<file path="config.mk">
export PLATFORM = sky130hd
export DESIGN_NAME = pll_band_and_lock_regs
export DESIGN_NICKNAME = d
export VERILOG_FILES = /design/src/hdl/band_regs_pkg.sv /design/src/hdl/pll_band_and_lock_regs.sv /design/src/hdl/level_sync.sv
export SDC_FILE = /design/constraint.sdc
export NUM_CORES = 1
export LEC_CHECK = 0
export ABC_CLOCK_PERIOD_IN_PS = 1200
export BUFFER_PORTS_ARGS = -buffer_cell sky130_fd_sc_hd__buf_2
export CORE_MARGIN = 4
export CORE_UTILIZATION = 47
export DETAILED_ROUTE_END_ITERATION = 6
export PLACE_DENSITY = 0.87
export RECOVER_POWER = 100
export REMOVE_ABC_BUFFERS = 1
export SYNTH_ARGS = -nofsm -noshare
export SYNTH_HDL_FRONTEND = slang
export SYNTH_HIERARCHICAL = 1
export SYNTH_SLANG_ARGS = --single-unit
</file>
<file path="constraint.sdc">
create_clock -name i_clk -period 1.2 [get_ports i_clk]
set_input_delay 0.12 -clock i_clk [delete_from_list [all_inputs] [get_ports i_clk]]
set_output_delay 0.12 -clock i_clk [all_outputs]
set_load 0.02 [all_outputs]
</file>
<file path="src/hdl/band_regs_pkg.sv">
// Package: register map, field positions and reset values of the band/lock register group.
// Assumes a simple register access port provided by the serial control front end.
package band_regs_pkg;
  localparam int ADDR_W = 5;
  localparam int DATA_W = 32;
  localparam logic [4:0] TRIM_A_ADDR = 5'h0B;
  localparam logic [4:0] BAND1_ADDR = 5'h0C;
  localparam logic [4:0] TRIM_B_ADDR = 5'h0D;
  localparam logic [4:0] BAND2_ADDR = 5'h0E;
  localparam logic [4:0] LOCK_ADDR = 5'h0F;
  localparam int BAND_BIT = 31;
  localparam int LOCK2_BIT = 23;
  localparam int LOCK1_BIT = 21;
  localparam int REV_LSB = 17;
  localparam int REV_W = 2;
  localparam logic BAND_RST = 1'h0;
  localparam logic [30:0] TRIM_RST = 31'h0000_0000;
  localparam logic [31:0] ZERO_WORD = 32'h0000_0000;
endpackage

</file>
<file path="src/hdl/pll_band_and_lock_regs.sv">
// Band select, factory trim and lock status registers of a dual-loop synthesizer.
// Assumes a register port driven by the serial control front end; trims load from factory straps.
`timescale 1ns/1ns
module pll_band_and_lock_regs #(
  parameter logic [1:0] MASK_VARIANT = 2'h2 // Arbitrary value
) (
  input wire logic i_clk,
  input wire logic i_rst_n,
  input wire logic i_load,
  input wire logic [31:0] i_trim_a,
  input wire logic [31:0] i_trim_b,
  input wire logic [30:0] i_trim_band1,
  input wire logic [30:0] i_trim_band2,
  input wire logic i_wr,
  input wire logic i_rd,
  input wire logic [4:0] i_addr,
  input wire logic [31:0] i_wdata,
  input wire logic i_first_loop_locked,
  input wire logic i_second_loop_locked,
  output logic [31:0] o_rdata,
  output logic o_rvalid,
  output logic o_first_band,
  output logic o_second_band
);
  ////////////////////////////////////////////////////////////////
  // Storage, decode and read words
  logic [31:0] trim_a_q;
  logic [31:0] trim_b_q;
  logic [30:0] band1_trim_q;
  logic [30:0] band2_trim_q;
  logic lock1_s;
  logic lock2_s;
  logic hit_trim_a;
  logic hit_band1;
  logic hit_trim_b;
  logic hit_band2;
  logic hit_lock;
  logic wr_band1;
  logic wr_band2;
  logic first_band_d;
  logic second_band_d;
  logic [31:0] band1_word;
  logic [31:0] band2_word;
  logic [31:0] status_word;
  logic [31:0] rdata_d;

  ////////////////////////////////////////////////////////////////
  // Lock level synchronisers
  level_sync u_sync1 (
    .i_clk(i_clk),
    .i_rst_n(i_rst_n),
    .i_level(i_first_loop_locked),
    .o_level(lock1_s)
  );
  level_sync u_sync2 (
    .i_clk(i_clk),
    .i_rst_n(i_rst_n),
    .i_level(i_second_loop_locked),
    .o_level(lock2_s)
  );

  ////////////////////////////////////////////////////////////////
  // Address decode
  always_comb begin
    hit_trim_a = (i_addr == band_regs_pkg::TRIM_A_ADDR);
    hit_band1 = (i_addr == band_regs_pkg::BAND1_ADDR);
    hit_trim_b = (i_addr == band_regs_pkg::TRIM_B_ADDR);
    hit_band2 = (i_addr == band_regs_pkg::BAND2_ADDR);
    hit_lock = (i_addr == band_regs_pkg::LOCK_ADDR);
  end

  // Only the two band words take writes
  assign wr_band1 = i_wr && hit_band1;
  assign wr_band2 = i_wr && hit_band2;

  ////////////////////////////////////////////////////////////////
  // Factory words: loaded by strobe, never written by the port
  always_ff @(posedge i_clk) begin
    if (!i_rst_n) begin
      trim_a_q <= band_regs_pkg::ZERO_WORD;
    end else if (i_load) begin
      trim_a_q <= i_trim_a;
    end
  end

  always_ff @(posedge i_clk) begin
    if (!i_rst_n) begin
      trim_b_q <= band_regs_pkg::ZERO_WORD;
    end else if (i_load) begin
      trim_b_q <= i_trim_b;
    end
  end

  always_ff @(posedge i_clk) begin
    if (!i_rst_n) begin
      band1_trim_q <= band_regs_pkg::TRIM_RST;
    end else if (i_load) begin
      band1_trim_q <= i_trim_band1;
    end
  end

  always_ff @(posedge i_clk) begin
    if (!i_rst_n) begin
      band2_trim_q <= band_regs_pkg::TRIM_RST;
    end else if (i_load) begin
      band2_trim_q <= i_trim_band2;
    end
  end

  ////////////////////////////////////////////////////////////////
  // Band bits: only bit 31 is writable
  always_comb begin
    first_band_d = o_first_band;
    second_band_d = o_second_band;
    if (wr_band1) begin
      first_band_d = i_wdata[band_regs_pkg::BAND_BIT];
    end
    if (wr_band2) begin
      second_band_d = i_wdata[band_regs_pkg::BAND_BIT];
    end
  end

  always_ff @(posedge i_clk) begin
    if (!i_rst_n) begin
      o_first_band <= band_regs_pkg::BAND_RST;
    end else begin
      o_first_band <= first_band_d;
    end
  end

  always_ff @(posedge i_clk) begin
    if (!i_rst_n) begin
      o_second_band <= band_regs_pkg::BAND_RST;
    end else begin
      o_second_band <= second_band_d;
    end
  end

  ////////////////////////////////////////////////////////////////
  // Whole words as software sees them
  assign band1_word = {o_first_band, band1_trim_q};
  assign band2_word = {o_second_band, band2_trim_q};

  // Status word: lock flags and variant code, all else zero
  always_comb begin
    status_word = band_regs_pkg::ZERO_WORD;
    status_word[band_regs_pkg::LOCK2_BIT] = lock2_s;
    status_word[band_regs_pkg::LOCK1_BIT] = lock1_s;
    status_word[band_regs_pkg::REV_LSB +: band_regs_pkg::REV_W] = MASK_VARIANT;
  end

  ////////////////////////////////////////////////////////////////
  // Read mux, unmapped addresses read zero
  always_comb begin
    rdata_d = band_regs_pkg::ZERO_WORD;
    if (hit_trim_a) begin
      rdata_d = trim_a_q;
    end
    if (hit_band1) begin
      rdata_d = band1_word;
    end
    if (hit_trim_b) begin
      rdata_d = trim_b_q;
    end
    if (hit_band2) begin
      rdata_d = band2_word;
    end
    if (hit_lock) begin
      rdata_d = status_word;
    end
  end

  ////////////////////////////////////////////////////////////////
  // Read response, one cycle after the strobe
  always_ff @(posedge i_clk) begin
    if (!i_rst_n) begin
      o_rvalid <= 1'h0;
    end else begin
      o_rvalid <= i_rd;
    end
  end

  // Read data holds until the next read
  always_ff @(posedge i_clk) begin
    if (!i_rst_n) begin
      o_rdata <= band_regs_pkg::ZERO_WORD;
    end else if (i_rd) begin
      o_rdata <= rdata_d;
    end
  end
endmodule // pll_band_and_lock_regs

</file>
<file path="src/hdl/level_sync.sv">
// Two-flop synchroniser for a level from an analog block.
// Assumes the level changes slowly relative to the clock.
`timescale 1ns/1ns
module level_sync (
  input wire logic i_clk,
  input wire logic i_rst_n,
  input wire logic i_level,
  output logic o_level
);
  logic meta_q;
  always_ff @(posedge i_clk) begin
    if (!i_rst_n) begin
      meta_q <= 1'h0;
      o_level <= 1'h0;
    end else begin
      meta_q <= i_level;
      o_level <= meta_q;
    end
  end
endmodule // level_sync

</file>
==> results.ini, run 1 <==
[place]
dp_hpwl_mm=12.3
placed_area_um2=8310
dp.cells=1028
portBuffers=173
routabilityCongestion=0.780

[power]
internal_power_mw=10.0
p_comb_share_pct=13.3
power_density_nw_per_um2=1310
switching_share_pct=24.1
power_frac_seq_pct=44.6
clkPwrFrac_pct=42.2
p_switching_mw=3.19
fin_total_pwr_mw=13.2
peakVddDrop_mv=1.17
power_leakage_nw=4.44

[finish]
final_cells=1185
fin_nets=1157
syn2layout_area_growth_pct=44.9
design_area_um2=10100
fillers=1009
drive_gt1_share_pct=23.7

[route]
viasPerCell=5.53
dr.pass1.iters=7
drt_iter0_markers=458
vias=6550
wl_per_cell_um=19.0
wirelength_mm=22.5
ant_nets=0
drcViolationCount=0

[worst_setup_path]
endpoint_kind=flip-flop
worstPathMaxFanout=35
max_stage_delay_ns=0.43
required_ns=1.52
worstPathCellList=clkbuf_2, buf_4, nor2b_4, buf_6, nand3_1, nand3_1, a32o_1
path_buf_inv=3
crit_family=buffers and inverters
crit_type=in2reg
cp_common_cell=nand3_1
crit_path_start_kind=input pin
slowest_stage=buf_4
arrival_ns=1.48

[die]
core_area_um2=14500
pin_count=205
dieWidth_um=130
num_rows=44
start_util_pct=48.1
die_area_um2=16900
dieHeight_um=130

[run]
max_cap_violations=0

[clock_network]
cts_inserted_buffers=17
cts_tree=yes
cts_buffer_depth=2
clk_pin_slew_worst_paths_ns=0.06
clk-insertion-delay-late_ns=0.43
cts-root-buf=clkbuf_16
htree_num_levels=4
cts_sinks=165

[sta]
timing.final.crit_share_pct=96.7
fin_tns_setup_ns=0
worst_pin_slew_ns=0.766
finalHoldViolations=0
grt_setup_unrepaired=no
period_needed_ns=1.16
max_freq_ghz=0.862
hold_ws_ns=0.00353
drv_slew=0
relSlewSlack_pct=48.9
setup_violations=0
fin_worst_skew_ns=0.00634

[synthesis]
yosysSeqAreaShare_pct=47.2
synth.distinct_cells=32
synthesis.yosys.warnings=6
syn_inst=695
synth-seq-cells=165
synth.avg_cell_area_um2=10.1
syn-cell-area_um2=6990

[global_route]
grt_use_total_pct=26.0
grt_max_degree=94
overflow=0
grt_pass1_vias=6939
grt_pass1_wl_mm=34.3
grt_antenna_before_repair=0

[outcome]
status=complete, no violations

[hold_path]
hp-class=in2reg

-- area by class of cell --
type	instances	area, µm²	share of cell area, %
clock buffer	20	447	4.41
clock inverter	12	154	1.52
timing repair buffer	330	2540	25.1
antenna	1	2.50	0.0247
sequential	165	3300	32.6
multi-input combinational	472	3450	34.0
tap	184	230	2.27
inverter	1	3.75	0.0371
-- what timing repair did --
| item | CTS | global route |
|---|---|---|
| hold endpoints to repair | 123 | 0 |
| resized for setup | 0 | 1 |
| hold buffers | 123 | 0 |
| setup endpoints to repair | 0 | 7 |
| buffers inserted | 0 | 0 |
-- sequential cells by signal, indices dropped and copies added, names as in the netlist --
name	count
u_sync1/meta_q	1
u_sync2/o_level	1
o_second_band	1
trim_a_q	32
u_sync1/o_level	1
o_rvalid	1
o_rdata	32
o_first_band	1
trim_b_q	32
u_sync2/meta_q	1
band2_trim_q	31
band1_trim_q	31
-- layer usage --
layer  part of all wire (%)  GRT usage, %
met1                     38          28.2
met2                     50          46.5
met3                    7.5          6.34
met4                    3.9          14.4
met5                      0             0
-- logic make-up after synthesis --
group | share of synthesized area (%)
buf+inv | 4.12
flops | 47.2
compound gates | 7.80
simple gates | 22.5
mux | 18.3
-- worst reg2reg max path, delay by kind of cell, from the launching register on --
| family | cells | cell delay, ns |
|---|---|---|
| simple gates | 1 | 0.12 |
| flops | 1 | 0.31 |
| compound gates | 2 | 0.46 |
-- cells in the final DEF (no fill, tap or decap), types with 29 or more instances in the layout --
master / synthesis / final
nand3_1: 91 / 91
nor2b_1: 132 / 128
o21ai_0: 32 / 32
dlygate4sd3_1: 0 / 123
mux2i_1: 128 / 128
a32o_1: 29 / 29
clkbuf_2: 0 / 30
nand2b_1: 30 / 30
buf_2: 23 / 133
dfxtp_1: 165 / 165
-- synth_stat cells, drive strengths merged --
cell | n | area share [%]
a21o | 1 | 0.11
a32o | 29 | 4.2
nand2 | 3 | 0.16
nand4b | 1 | 0.13
o21a | 1 | 0.11
nor3 | 1 | 0.072
buf | 35 | 2.8
a31oi | 1 | 0.090
nor3b | 2 | 0.21
o21ai | 32 | 2.3
nand2b | 30 | 2.7
nor2b | 132 | 12
inv | 1 | 0.054
dfxtp | 165 | 47
o22ai | 1 | 0.090
and3b | 1 | 0.18
clkbuf | 23 | 1.2
nand3 | 91 | 6.5
a21oi | 4 | 0.34
a21boi | 1 | 0.11
a22o | 2 | 0.25
mux2i | 128 | 18
and2 | 6 | 0.57
and2b | 1 | 0.11
and3 | 1 | 0.090
a221oi | 1 | 0.13
a221o | 1 | 0.14
-- final timing paths --
path                                          to              from  depth (start not counted)  slack [ns]
worst max-delay path                 o_rdata[31]         i_addr[1]                          7        0.04
worst min-delay path            band2_trim_q[14]  i_trim_band2[14]                          3       0.004
worst max register to register        o_rdata[9]   band1_trim_q[9]                          3        0.20
worst min register to register   u_sync1/o_level    u_sync1/meta_q                          1        0.43
-- power groups by stage --
stage | registers, mW | logic, mW | clock network [mW]
5_1_grt | 5.92 | 1.88 | 5.85
4_1_cts | 5.89 | 1.69 | 5.61
3_3_place_gp | 6.00 | 1.34 | 0
3_5_place_dp | 6.00 | 1.38 | 0
2_1_floorplan | 5.98 | 0.602 | 0
6_report | 5.90 | 1.75 | 5.58
-- metrics by stage --
| step | worst slack (ns) | utilization, % |
|---|---|---|
| 2_1_floorplan | -0.544 | - |
| 3_3_place_gp | -0.353 | 57.2 |
| 3_5_place_dp | -0.409 | 57.2 |
| 4_1_cts | 0.00783 | 69.8 |
| 5_1_grt | 0.0306 | 69.7 |
| 6_report | 0.0396 | 69.7 |
(Power assumes the default switching activity.)
==> inputs of run 2 (changes only) <==
- ABC_CLOCK_PERIOD_IN_PS: 1200 -> 1250
- CORE_UTILIZATION: 47 -> 52
- PLACE_DENSITY: 0.87 -> 0.91
- clock period: 1.2 -> 1.25 ns (I/O delays scaled with it)
==> results.ini, run 2 (same netlist as run 1, synthesis figures left out) <==
[sta]
relSlewSlack_pct=59.4  ; +10 points
drv_slew=0  ; unchanged
period_needed_ns=1.18
hold_ws_ns=0.00183  ; -0.00170 ns
max_freq_ghz=0.845
timing.final.crit_share_pct=94.7
finalHoldViolations=0  ; unchanged
worst_pin_slew_ns=0.609  ; -0.157 ns
worst_slack_ns=0.0659  ; +0.0264 ns
setup_violations=0  ; unchanged
grt_setup_unrepaired=no
fin_worst_skew_ns=0.00878  ; +0.00244 ns

[clock_network]
cts-root-buf=clkbuf_16
cts_setup_buffers=0  ; unchanged
cts_buffer_depth=2  ; unchanged
clk_pin_slew_worst_paths_ns=0.06  ; about the same
htree_num_levels=4  ; unchanged
clk-insertion-delay-late_ns=0.43  ; about the same
ctsHoldBuffers=117  ; -4.9%
cts_tree=yes
cts_sinks=165  ; unchanged
cts_inserted_buffers=17  ; unchanged
post_cts_resized=0  ; unchanged

[route]
wirelength_mm=23.5  ; +4.4%
dr.pass1.iters=6  ; -1
drt_iter0_markers=578  ; +26%
viasPerCell=5.62  ; +1.6%
wl_per_cell_um=20.0  ; +5.4%
drcViolationCount=0  ; unchanged
vias=6593  ; +0.66%
ant_nets=0  ; unchanged

[worst_setup_path]
path_buf_inv=1  ; -2
arrival_ns=1.06  ; -0.42 ns
crit_family=flip-flops
slowest_stage=dfxtp_1
crit_type=reg2out
required_ns=1.12  ; -0.40 ns
timing.rr.end=o_rdata[21]
max_stage_delay_ns=0.39  ; -0.04 ns
worstPathCellList=clkbuf_1
worstPathMaxFanout=3  ; -91%
r2r_start=band1_trim_q[21]
rrSetupSlack_ns=0.18  ; -0.02 ns
crit_path_start_kind=flip-flop
endpoint_kind=output pin
reg2reg_depth=4  ; +1

[hold_path]
min_to=trim_b_q[16]
hp-start=i_trim_b[16]
hold_depth=3  ; unchanged
hp-class=in2reg

[finish]
fin_nets=1153  ; -0.35%
drive_gt1_share_pct=21.1  ; -2.6 points
reg_top3=o_rdata (32), trim_a_q (32), trim_b_q (32)
syn2layout_area_growth_pct=44.2
final_common_cell=dfxtp_1
final_cell_mix=dfxtp_1 (165), buf_2 (132), mux2i_1 (128), nor2b_1 (128), dlygate4sd3_1 (117)
final_cells=1174  ; -0.93%
utilization_pct=76.4  ; +6.7 points
design_area_um2=10100  ; -0.48%

[global_route]
grt_use_total_pct=30.7  ; +4.7 points
grt_pass1_wl_mm=36.1  ; +5.5%
grt_pass1_vias=7025  ; +1.2%
overflow=0  ; unchanged
grt_max_degree=68  ; -28%
grt_antenna_before_repair=2  ; +2

[die]
core_area_um2=13200  ; -9.2%
die_area_um2=15400  ; -9.0%
pin_count=205  ; unchanged
start_util_pct=53.0  ; +4.9 points
dieWidth_um=124  ; -4.6%
num_rows=42  ; -4.5%
dieHeight_um=124  ; -4.6%

[place]
dp_hpwl_mm=12.6  ; +2.0%
dp_slack_ns=-0.0334  ; +0.375 ns
dp.cells=1023  ; -0.49%
placed_area_um2=8320  ; +0.12%
portBuffers=173  ; unchanged
routabilityCongestion=0.771  ; -1.2%

[outcome]
status=complete, no violations

[run]
max_cap_violations=0  ; unchanged

[power]
peakVddDrop_mv=1.07  ; -8.5%
power_leakage_nw=4.34  ; -2.3%
power_density_nw_per_um2=1300  ; -0.26%

-- run 2: cell types whose count changed in the layout (fill, tap and decap cells not counted), sizes merged, moves of 2 or more --
cell,change
dlygate4sd3,-6
clkinv,-4
clkbuf,+6
bufinv,+2
clkinvlp,+2
buf,-3
-- run 2: area by class of cell --
type	instances	area (µm²)
clock buffer	20	447
multi-input combinational	471	3430
inverter	1	3.75
clock inverter	12	201
fill	838	3110
antenna	2	5.00
timing repair buffer	327	2470
sequential	165	3300
tap	176	220
-- run 2: worst min-delay path, cell delays in order --
cell and delay, ns:
buf_2 0.07, mux2i_1 0.06, nor2b_1 0.12
-- run 2: report_power, final --
part           internal [mW]  switching, mW  total [mW]
clock network           3.60           2.18        5.78
logic                  0.913          0.771        1.68
registers               5.52          0.154        5.68
-- run 2: worst max path at each step --
stage	from	to	cells past startpoint
2_1_floorplan	i_addr[1]	o_rdata[18]	4
3_3_place_gp	i_addr[4]	o_rdata[7]	6
3_5_place_dp	i_addr[4]	o_rdata[14]	6
4_1_cts	o_rdata[2]	o_rdata[2]	1
5_1_grt	o_first_band	o_first_band	1
6_report	o_first_band	o_first_band	1
-- run 2: through the flow --
stage                     setup TNS, ns  power (mW)
after CTS                             0        13.1
after global placement           -0.130        7.05
final                                 0        13.1
after global routing                  0        13.5
after floorplan                  -13.30        6.32
after detailed placement         -0.445        7.10
-- run 2: routing by layer --
metal / wire length [µm] / track usage (%) / share of wire [%] / up-vias
met4: 974 / 16.7 / 4.2 / 0
li1: - / - / - / 3007
met5: 0 / 0 / 0 / -
met2: 12200 / 54.7 / 52 / 368
met3: 1710 / 7.45 / 7.3 / 99
met1: 8550 / 33.4 / 36 / 3119
